<file path="src/lifm_cfg.svh">
// Constants for the lift input function mapper: register offsets, field positions,
// reset values, selector codes and filter timing.
// Assumes inclusion by bare name from the package and the design modules.
//
// Summary of operation
// Eight parallel control inputs command the drive.
// Each input has reset function, reassignable.
// Selector picks a preset or free assignment.
// Parallel preset: enable, speeds, creep, up, down.
// Changeable preset inputs accept reassignment; others fixed.
// Binary preset: enable, direction, three-bit speed code.
// Travel needs enable, speed and direction together.
// Static jumper inverts polarity of all inputs.
// Inputs synchronised and debounced before decoding.
`ifndef LIFM_CFG_SVH
`define LIFM_CFG_SVH

`define LIFM_NUM_INPUTS   8
`define LIFM_ADDR_W       4
`define LIFM_DATA_W       8

`define LIFM_OFF_CONFIG   4'h0
`define LIFM_OFF_LEVELS   4'h1
`define LIFM_OFF_STATUS   4'h2
`define LIFM_OFF_ASSIGN0  4'h8

`define LIFM_SEL_FREE     8'h00
`define LIFM_SEL_PARALLEL 8'h01
`define LIFM_SEL_BINARY   8'h0f
`define LIFM_SEL_RESET    8'h01

`define LIFM_ST_ENABLE    0
`define LIFM_ST_SPEED_LO  1
`define LIFM_ST_UP        4
`define LIFM_ST_DOWN      5
`define LIFM_ST_TRAVEL    6
`define LIFM_LV_JUMPER    0

`define LIFM_SPEED_NONE   3'h0
`define LIFM_SPEED_ONE    3'h1
`define LIFM_SPEED_TWO    3'h2
`define LIFM_SPEED_THREE  3'h3
`define LIFM_SPEED_CREEP  3'h7

`define LIFM_FILT_CYCLES  3'h4

`endif

</file>
<file path="src/lifm_pkg.sv">
// Types shared by the lift input function mapper modules.
// Assumes lifm_cfg.svh is on the include path.
`include "lifm_cfg.svh"

package lifm_pkg;

   typedef enum logic [3:0] {
      LIFM_FN_NONE                 = 4'h0,
      LIFM_FN_DRIVE_ENABLE_INPUT   = 4'h1,
      LIFM_FN_SPEED_SELECT_ONE     = 4'h2,
      LIFM_FN_SPEED_SELECT_TWO     = 4'h3,
      LIFM_FN_SPEED_SELECT_THREE   = 4'h4,
      LIFM_FN_CREEP_SPEED_SELECT   = 4'h5,
      LIFM_FN_UP_DIRECTION_INPUT   = 4'h6,
      LIFM_FN_DOWN_DIRECTION_INPUT = 4'h7,
      LIFM_FN_DIRECTION            = 4'h8,
      LIFM_FN_SPEED_CODE_BIT0      = 4'h9,
      LIFM_FN_SPEED_CODE_BIT1      = 4'ha,
      LIFM_FN_SPEED_CODE_BIT2      = 4'hb
   } lifm_func_t;

   typedef struct packed {
      logic [7:0]      s1;
      logic [7:0]      s2;
      logic [7:0][2:0] cnt;
      logic [7:0]      stable;
   } lifm_filt_state_t;

   typedef struct packed {
      logic [7:0]       cfg_sel;
      lifm_func_t [7:0] fn_store;
      logic             inv_s1;
      logic             inv_s2;
      logic [7:0]       rdata;
      logic             enable;
      logic [2:0]       speed;
      logic             up;
      logic             down;
      logic             travel;
   } lifm_top_state_t;

endpackage

</file>
<file path="src/lifm_input_filter.sv">
// Two-flop synchroniser and per-bit debounce filter for the eight control inputs.
// Assumes inputs are relay or contact driven and may bounce for a few cycles.
`timescale 1ns/1ns
`include "lifm_cfg.svh"

module lifm_input_filter
   import lifm_pkg::*;
(
   input  wire logic       core_clk,
   input  wire logic       nrst,
   input  wire logic [7:0] raw_in,
   output logic      [7:0] filtered
);

   lifm_filt_state_t st_q;
   lifm_filt_state_t st_d;
   logic [7:0][2:0]  cnt_nx;
   logic [7:0]       stb_nx;

   // debounce per input
   genvar i;
   generate
      for (i = 0; i < `LIFM_NUM_INPUTS; i++) begin : g_bit
         always_comb begin
            cnt_nx[i] = 3'h0;
            stb_nx[i] = st_q.stable[i];
            if (st_q.s2[i] != st_q.stable[i]) begin
               if (st_q.cnt[i] == `LIFM_FILT_CYCLES - 3'h1) begin
                  stb_nx[i] = st_q.s2[i];
               end else begin
                  cnt_nx[i] = st_q.cnt[i] + 3'h1;
               end
            end
         end
      end
   endgenerate

   // two-flop synchroniser
   always_comb begin
      st_d        = st_q;
      st_d.s1     = raw_in;
      st_d.s2     = st_q.s1;
      st_d.cnt    = cnt_nx;
      st_d.stable = stb_nx;
   end

   always_ff @(posedge core_clk or negedge nrst) begin
      if (!nrst) begin
         st_q <= '0;
      end else begin
         st_q <= st_d;
      end
   end

   assign filtered = st_q.stable;

endmodule

</file>
<file path="src/lifm_mapper.sv">
// Lift input function mapper: maps eight filtered control inputs to drive functions
// according to the selected preset or free assignment, and decodes travel commands.
// Assumes inputs asynchronous to core_clk and a register master that never overlaps strobes.
//
// The register offsets and the address-and-strobe port are this design's own decisions.
`timescale 1ns/1ns
`include "lifm_cfg.svh"

module lifm_mapper
   import lifm_pkg::*;
(
   input  wire logic                    core_clk,
   input  wire logic                    nrst,
   input  wire logic [7:0]              input_lines,
   input  wire logic                    polarity_jumper,
   input  wire logic [`LIFM_ADDR_W-1:0] reg_addr,
   input  wire logic [`LIFM_DATA_W-1:0] reg_wdata,
   input  wire logic                    reg_wr,
   input  wire logic                    reg_rd,
   output logic      [`LIFM_DATA_W-1:0] reg_rdata,
   output logic                         drive_enable,
   output logic      [2:0]              speed_select,
   output logic                         up_direction,
   output logic                         down_direction,
   output logic                         travel_request
);

   lifm_top_state_t  st_q;
   lifm_top_state_t  st_d;
   logic [7:0]       filt;
   logic [7:0]       level;
   lifm_func_t [7:0] eff_fn;
   logic [7:0][15:0] hit_vec;
   logic [15:0]      hits;
   logic [2:0]       par_speed;
   logic [2:0]       bin_speed;
   logic             sel_binary;
   logic             cfg_wr;
   logic             asg_wr;
   logic             sel_ok;
   logic [7:0]       status_byte;

   // eight input lines
   // synchronise and debounce
   lifm_input_filter u_filter (
      .core_clk (core_clk),
      .nrst     (nrst),
      .raw_in   (input_lines),
      .filtered (filt)
   );

   // The strap is static, yet it passes two flops so moving it live cannot tear a decode.
   // jumper inverts polarity
   assign level = filt ^ {8{st_q.inv_s2}};

   genvar i;
   generate
      for (i = 0; i < `LIFM_NUM_INPUTS; i++) begin : g_map
         always_comb begin
            eff_fn[i] = st_q.fn_store[i];
            unique case (st_q.cfg_sel)
               // parallel preset table
               // only input eight changeable
               `LIFM_SEL_PARALLEL: begin
                  if (i != 7) begin
                     eff_fn[i] = lifm_func_t'(4'(i + 1));
                  end
               end
               // binary preset table
               // only input eight changeable
               `LIFM_SEL_BINARY: begin
                  if (i == 0) begin
                     eff_fn[i] = LIFM_FN_DRIVE_ENABLE_INPUT;
                  end else if (i == 1) begin
                     eff_fn[i] = LIFM_FN_DIRECTION;
                  end else if (i < 5) begin
                     eff_fn[i] = lifm_func_t'(4'(i + 7));
                  end else if (i < 7) begin
                     eff_fn[i] = LIFM_FN_NONE;
                  end
               end
               // free assignment uses stored functions
               default: begin
                  eff_fn[i] = st_q.fn_store[i];
               end
            endcase
            hit_vec[i] = level[i] ? (16'h0001 << eff_fn[i]) : 16'h0000;
         end
      end
   endgenerate

   // Several inputs may carry one function; any active one asserts it.
   always_comb begin
      hits = 16'h0000;
      for (int k = 0; k < `LIFM_NUM_INPUTS; k++) begin
         hits = hits | hit_vec[k];
      end
   end

   // Highest speed wins if the control raises several lines, creep only when alone.
   always_comb begin
      if (hits[LIFM_FN_SPEED_SELECT_THREE]) begin
         par_speed = `LIFM_SPEED_THREE;
      end else if (hits[LIFM_FN_SPEED_SELECT_TWO]) begin
         par_speed = `LIFM_SPEED_TWO;
      end else if (hits[LIFM_FN_SPEED_SELECT_ONE]) begin
         par_speed = `LIFM_SPEED_ONE;
      end else if (hits[LIFM_FN_CREEP_SPEED_SELECT]) begin
         par_speed = `LIFM_SPEED_CREEP;
      end else begin
         par_speed = `LIFM_SPEED_NONE;
      end
   end

   // binary speed code
   assign bin_speed = {hits[LIFM_FN_SPEED_CODE_BIT2],
                       hits[LIFM_FN_SPEED_CODE_BIT1],
                       hits[LIFM_FN_SPEED_CODE_BIT0]};

   // In the binary preset one line carries the direction, so up and down are never both idle.
   assign sel_binary = (st_q.cfg_sel == `LIFM_SEL_BINARY);

   // selector write decode
   // Only the free, parallel and binary selector codes are accepted; any other code would leave some inputs
   // without a defined function, so such a write is dropped rather than stored.
   assign cfg_wr = reg_wr && (reg_addr == `LIFM_OFF_CONFIG);
   assign sel_ok = (reg_wdata == `LIFM_SEL_FREE) ||
                   (reg_wdata == `LIFM_SEL_PARALLEL) ||
                   (reg_wdata == `LIFM_SEL_BINARY);

   // assign write decode
   // Writes to an assignment are always stored, even under a preset, so that a later
   // switch to free assignment picks up what software wrote.
   assign asg_wr = reg_wr && (reg_addr >= `LIFM_OFF_ASSIGN0);

   // Status word as software sees it; bit seven echoes the synchronised jumper.
   always_comb begin
      status_byte                                        = 8'h00;
      status_byte[`LIFM_ST_ENABLE]                       = st_q.enable;
      status_byte[`LIFM_ST_SPEED_LO+2:`LIFM_ST_SPEED_LO] = st_q.speed;
      status_byte[`LIFM_ST_UP]                           = st_q.up;
      status_byte[`LIFM_ST_DOWN]                         = st_q.down;
      status_byte[`LIFM_ST_TRAVEL]                       = st_q.travel;
      status_byte[7]                                     = st_q.inv_s2;
   end

   always_comb begin
      st_d        = st_q;
      st_d.inv_s1 = polarity_jumper;
      st_d.inv_s2 = st_q.inv_s1;
      st_d.rdata  = '0;

      // configuration selector write
      if (cfg_wr && sel_ok) begin
         st_d.cfg_sel = reg_wdata;
      end
      // stored function reassignment
      if (asg_wr) begin
         st_d.fn_store[reg_addr[2:0]] = lifm_func_t'(reg_wdata[3:0]);
      end

      // Read data stand for one cycle and are zero otherwise, so no old value lingers.
      if (reg_rd) begin
         unique case (reg_addr)
            `LIFM_OFF_CONFIG: begin
               st_d.rdata = st_q.cfg_sel;
            end
            `LIFM_OFF_LEVELS: begin
               st_d.rdata = level;
            end
            `LIFM_OFF_STATUS: begin
               st_d.rdata = status_byte;
            end
            default: begin
               // Holes below the assignment block read as zero.
               if (reg_addr >= `LIFM_OFF_ASSIGN0) begin
                  st_d.rdata = {4'h0, eff_fn[reg_addr[2:0]]};
               end
            end
         endcase
      end

      st_d.enable = hits[LIFM_FN_DRIVE_ENABLE_INPUT];
      if (sel_binary) begin
         st_d.speed = bin_speed;
         st_d.up    = hits[LIFM_FN_DIRECTION];
         st_d.down  = !hits[LIFM_FN_DIRECTION];
      end else begin
         st_d.speed = par_speed;
         st_d.up    = hits[LIFM_FN_UP_DIRECTION_INPUT];
         st_d.down  = hits[LIFM_FN_DOWN_DIRECTION_INPUT];
      end
      // Up and down together contradict each other, so travel is withheld then.
      // travel needs all three
      st_d.travel = st_d.enable && (st_d.speed != `LIFM_SPEED_NONE) &&
                    (st_d.up ^ st_d.down);
   end

   always_ff @(posedge core_clk or negedge nrst) begin
      if (!nrst) begin
         st_q          <= '0;
         st_q.cfg_sel  <= `LIFM_SEL_RESET;
         // reset functions of each input
         st_q.fn_store[0] <= LIFM_FN_DRIVE_ENABLE_INPUT;
         st_q.fn_store[1] <= LIFM_FN_SPEED_SELECT_ONE;
         st_q.fn_store[2] <= LIFM_FN_SPEED_SELECT_TWO;
         st_q.fn_store[3] <= LIFM_FN_SPEED_SELECT_THREE;
         st_q.fn_store[4] <= LIFM_FN_CREEP_SPEED_SELECT;
         st_q.fn_store[5] <= LIFM_FN_UP_DIRECTION_INPUT;
         st_q.fn_store[6] <= LIFM_FN_DOWN_DIRECTION_INPUT;
         st_q.fn_store[7] <= LIFM_FN_NONE;
      end else begin
         st_q <= st_d;
      end
   end

   // Outputs leave straight from registers so the far side never sees decode glitches.
   assign reg_rdata      = st_q.rdata;
   assign drive_enable   = st_q.enable;
   assign speed_select   = st_q.speed;
   assign up_direction   = st_q.up;
   assign down_direction = st_q.down;
   assign travel_request = st_q.travel;

endmodule

</file>
<file path="config.mk">
export PLATFORM = sky130hd
export DESIGN_NAME = lifm_mapper
export DESIGN_NICKNAME = d
export VERILOG_FILES = /design/src/lifm_pkg.sv /design/src/lifm_input_filter.sv /design/src/lifm_mapper.sv
export VERILOG_INCLUDE_DIRS = /design/src
export SDC_FILE = /design/constraint.sdc
export NUM_CORES = 1
export LEC_CHECK = 0
export BUFFER_PORTS_ARGS = -buffer_cell sky130_fd_sc_hd__buf_2
export CORE_UTILIZATION = 55
export DETAILED_ROUTE_END_ITERATION = 10
export PLACE_DENSITY = 0.86
export SLEW_MARGIN = 10
export SYNTH_ARGS = -nofsm -noshare
export SYNTH_HDL_FRONTEND = slang
export SYNTH_HIERARCHICAL = 1
export SYNTH_SLANG_ARGS = --single-unit
</file>
<file path="constraint.sdc">
create_clock -name core_clk -period 4 [get_ports core_clk]
set_input_delay 0.6 -clock core_clk [delete_from_list [all_inputs] [get_ports core_clk]]
set_output_delay 0.6 -clock core_clk [all_outputs]
set_load 0.03 [all_outputs]
</file>
==> flow_metrics.py <==
metrics = {
    "synthesis": {
        "ys_warn_count": 6,
        "synth.avg_cell_area_um2": 10.2,
        "syn_inst": 575,
        "synthFlopType": "dfrtp_1",
        "synth_compound_area_share_pct": 13.4,
        "syn-num-nets": 608,
        "synth_area_um2": 5840,
        "synth_edf_count": 0,
        "synth_xor_area_share_pct": 3.23,
        "synth_top_family_by_area": "simple AND/OR/NAND/NOR gates",
        "ys_types": 73,
        "synth.yosys.seq_area_share_pct": 45.2,
        "synth-async-reset-ratio_pct": 100,
        "synth_fa_ha_area_share_pct": 1.71,
        "ys_seq_elements": 105,
        "synth_mux_area_share_pct": 8.29,
        "synthSimpleGateAreaFrac_pct": 22.3,
    },
    "cells_and_area": {
        "final_cell_mix": "92 x dfrtp_1, 43 x mux2_2, 41 x nand2_1",
        "fin_area_um2": 6160,
        "final_common_cell": "dfrtp_1",
        "utilization_pct": 59.7,
        "drive_above_1_share_pct": 24.4,
        "antennaDiodeCount": 0,
        "area_growth_pct": 5.40,
        "nets": 615,
    },
    "critical_path": {
        "cpPeakStageDelay_ns": 0.86,
        "rr_startpoint": "st_q[15]$_DFF_PN0_",
        "worstPathRequired_ns": 4.26,
        "cp_top_family": "compound AO/OA/AOI/OAI gates",
        "crit_path_start": "st_q[15]$_DFF_PN0_",
        "worstPathArrival_ns": 3.19,
        "cp_cell_sequence": "xor2_1 > nand4_1 > o211ai_1 > a2111oi_4 > o221ai_2 > or4_4 > o21ai_2 > a31oi_1",
        "worst_setup_path_end_kind": "flip-flop",
        "crit_end": "travel_request$_DFF_PN0_",
        "slowest_stage": "dfrtp_1",
        "crit_path_start_kind": "flip-flop",
        "worst-r2r-setup-slack_ns": 1.08,
        "path_depth": 8,
        "r2r_cells": 8,
        "critPathKind": "flip-flop to flip-flop",
        "rr_endpoint": "travel_request$_DFF_PN0_",
        "crit_path_max_fanout": 13,
        "cp_num_buf_inv": 0,
    },
    "timing": {
        "rsz0062_at_grt": "false",
        "relSlewSlack_pct": 25.7,
        "setup_slack_ns": 1.08,
        "setup_violations": 0,
        "finalCriticalPeriod_ns": 2.92,
        "fmax_mhz": 342,
        "tns_ns": 0,
        "finalCritPeriodShare_pct": 73.0,
        "drv_slew": 0,
        "hold_viol": 0,
        "fin_skew_ns": 0.0139,
        "worst_pin_slew_ns": 1.11,
    },
    "floorplanning": {
        "io-pin-count": 40,
        "core_um2": 10300,
        "start_util_pct": 56.6,
        "die_w_um": 105,
        "dieArea_um2": 11000,
        "die_h_um": 105,
        "std_cell_rows": 37,
    },
    "routing": {
        "met2_length_um": 7970,
        "wl_met3_um": 1220,
        "vias": 4675,
        "wl_met1_um": 6950,
        "drc_errors": 0,
        "wire_per_inst_um": 23.5,
        "first_pass_iters": 7,
        "routed.top_layer": "met4",
        "final_antenna_net_count": 0,
        "drtIter0Drc": 370,
        "routed_wl_um": 17000,
        "vias_per_cell": 6.47,
    },
    "global_routing": {
        "grt_max_degree": 60,
        "grt_usage_pct": 33.2,
        "grt_pass1_vias": 4793,
        "gr-total-overflow": 0,
        "grt_pass1_wl_um": 27000,
        "antenna_found_initial": 0,
    },
    "pwr": {
        "leakage_nw": 2.61,
        "power-per-cell-area_nw_per_um2": 553,
        "worst_ir_drop_vdd_v": 0.000427,
    },
    "clock_network": {
        "clk_latency_ns": 0.39,
        "cts_resized": 0,
        "cts_setup_buffers": 0,
        "ctsHoldBuffers": 0,
        "cts_buffer_depth": 2,
        "cts.clk_slew.worst_paths_ns": 0.09,
        "cts_tree": "built",
        "htreeDepth": 3,
        "numCtsBuffers": 9,
        "cts.sinks": 105,
        "clock-root-buffer": "clkbuf_8",
    },
    "placed_design": {
        "dpl_cell_area_um2": 5980,
        "globalplace.congestion": 0.994,
        "dp_hpwl_um": 12900,
        "pre_cts_ws_ns": 1.16,
        "io_buffers": 39,
    },
    "min_path": {
        "min_path_type": "input pin to async pin",
    },
    "flow_run": {
        "drv_cap": 0,
    },
    "outcome": {
        "status": "finished clean",
    },
}
==> power breakdown <==
part	leakage, nW	switching (mW)	internal [mW]	total, mW
clock	0.0880	0.371	0.239	0.610
sequential	1.30	0.332	1.31	1.64
combinational	1.22	0.635	0.520	1.15
==> per-layer routing <==
metal  vias up  global-route usage [%]
met1      2277                    41.3
met3        62                    7.80
li1       2090                       -
met5         -                       0
met2       246                    53.3
met4         0                    18.4
==> cell usage after synthesis, types with 11 or more instances <==
master	n	share of area [%]
a21oi_1	21	1.8
a31oi_1	11	1.2
buf_4	19	2.4
clkbuf_1	22	1.4
dfrtp_1	92	39
dfstp_2	13	5.8
inv_1	13	0.84
mux2_2	43	8.3
nand2_1	41	2.6
nand2b_1	12	1.3
nand3_1	21	1.8
nor2_1	36	2.3
nor3_1	25	2.1
nor3b_1	20	2.6
o21ai_0	22	1.9
xnor2_1	12	1.8
==> how the worst min path moves through the flow <==
stage                                 from                           to  cells past startpoint
2_1_floorplan                         nrst     down_direction$_DFF_PN0_                      0
3_5_place_dp   u_filter/st_d[36]$_DFF_PN0_  u_filter/st_q[36]$_DFF_PN0_                      0
6_report                              nrst         st_q[40]$_DFFE_PN0P_                      1
4_1_cts                               nrst         st_q[32]$_DFFE_PN0P_                      1
5_1_grt                     input_lines[1]  u_filter/st_d[33]$_DFF_PN0_                      1
3_3_place_gp            st_d[15]$_DFF_PN0_           st_q[15]$_DFF_PN0_                      0
==> state kept, by name, indices dropped and copies added, names as in the netlist <==
signal,flops
u_filter/st_q,32
u_filter/filtered,8
speed_select,3
u_filter/st_d,8
down_direction,1
eff_fn,4
st_q,37
drive_enable,1
reg_rdata,8
travel_request,1
up_direction,1
st_d,1
==> metrics by stage <==
step	total power [mW]	std cells	hold slack [ns]
after floorplan	2.46	575	0.304
after global placement	2.76	707	0.333
after detailed placement	2.79	707	0.336
after CTS	3.41	723	0.262
after global routing	3.59	723	0.279
final	3.40	723	0.254
==> cell families after synthesis <==
group,Yosys count
fa+ha+maj,8
mux,43
compound gates,113
simple gates,223
xor+xnor,19
flops,105
buf+inv,64
==> cell type report <==
cell class                 count  area (um^2)
inverter                      13         48.8
timing repair buffer          47          258
fill                         897         4170
sequential                   105         2640
clock inverter                 5         47.5
clock buffer                  11          131
multi-input combinational    406         2860
tap                          136          170
Note: power is estimated with default switching activity, not from simulation.
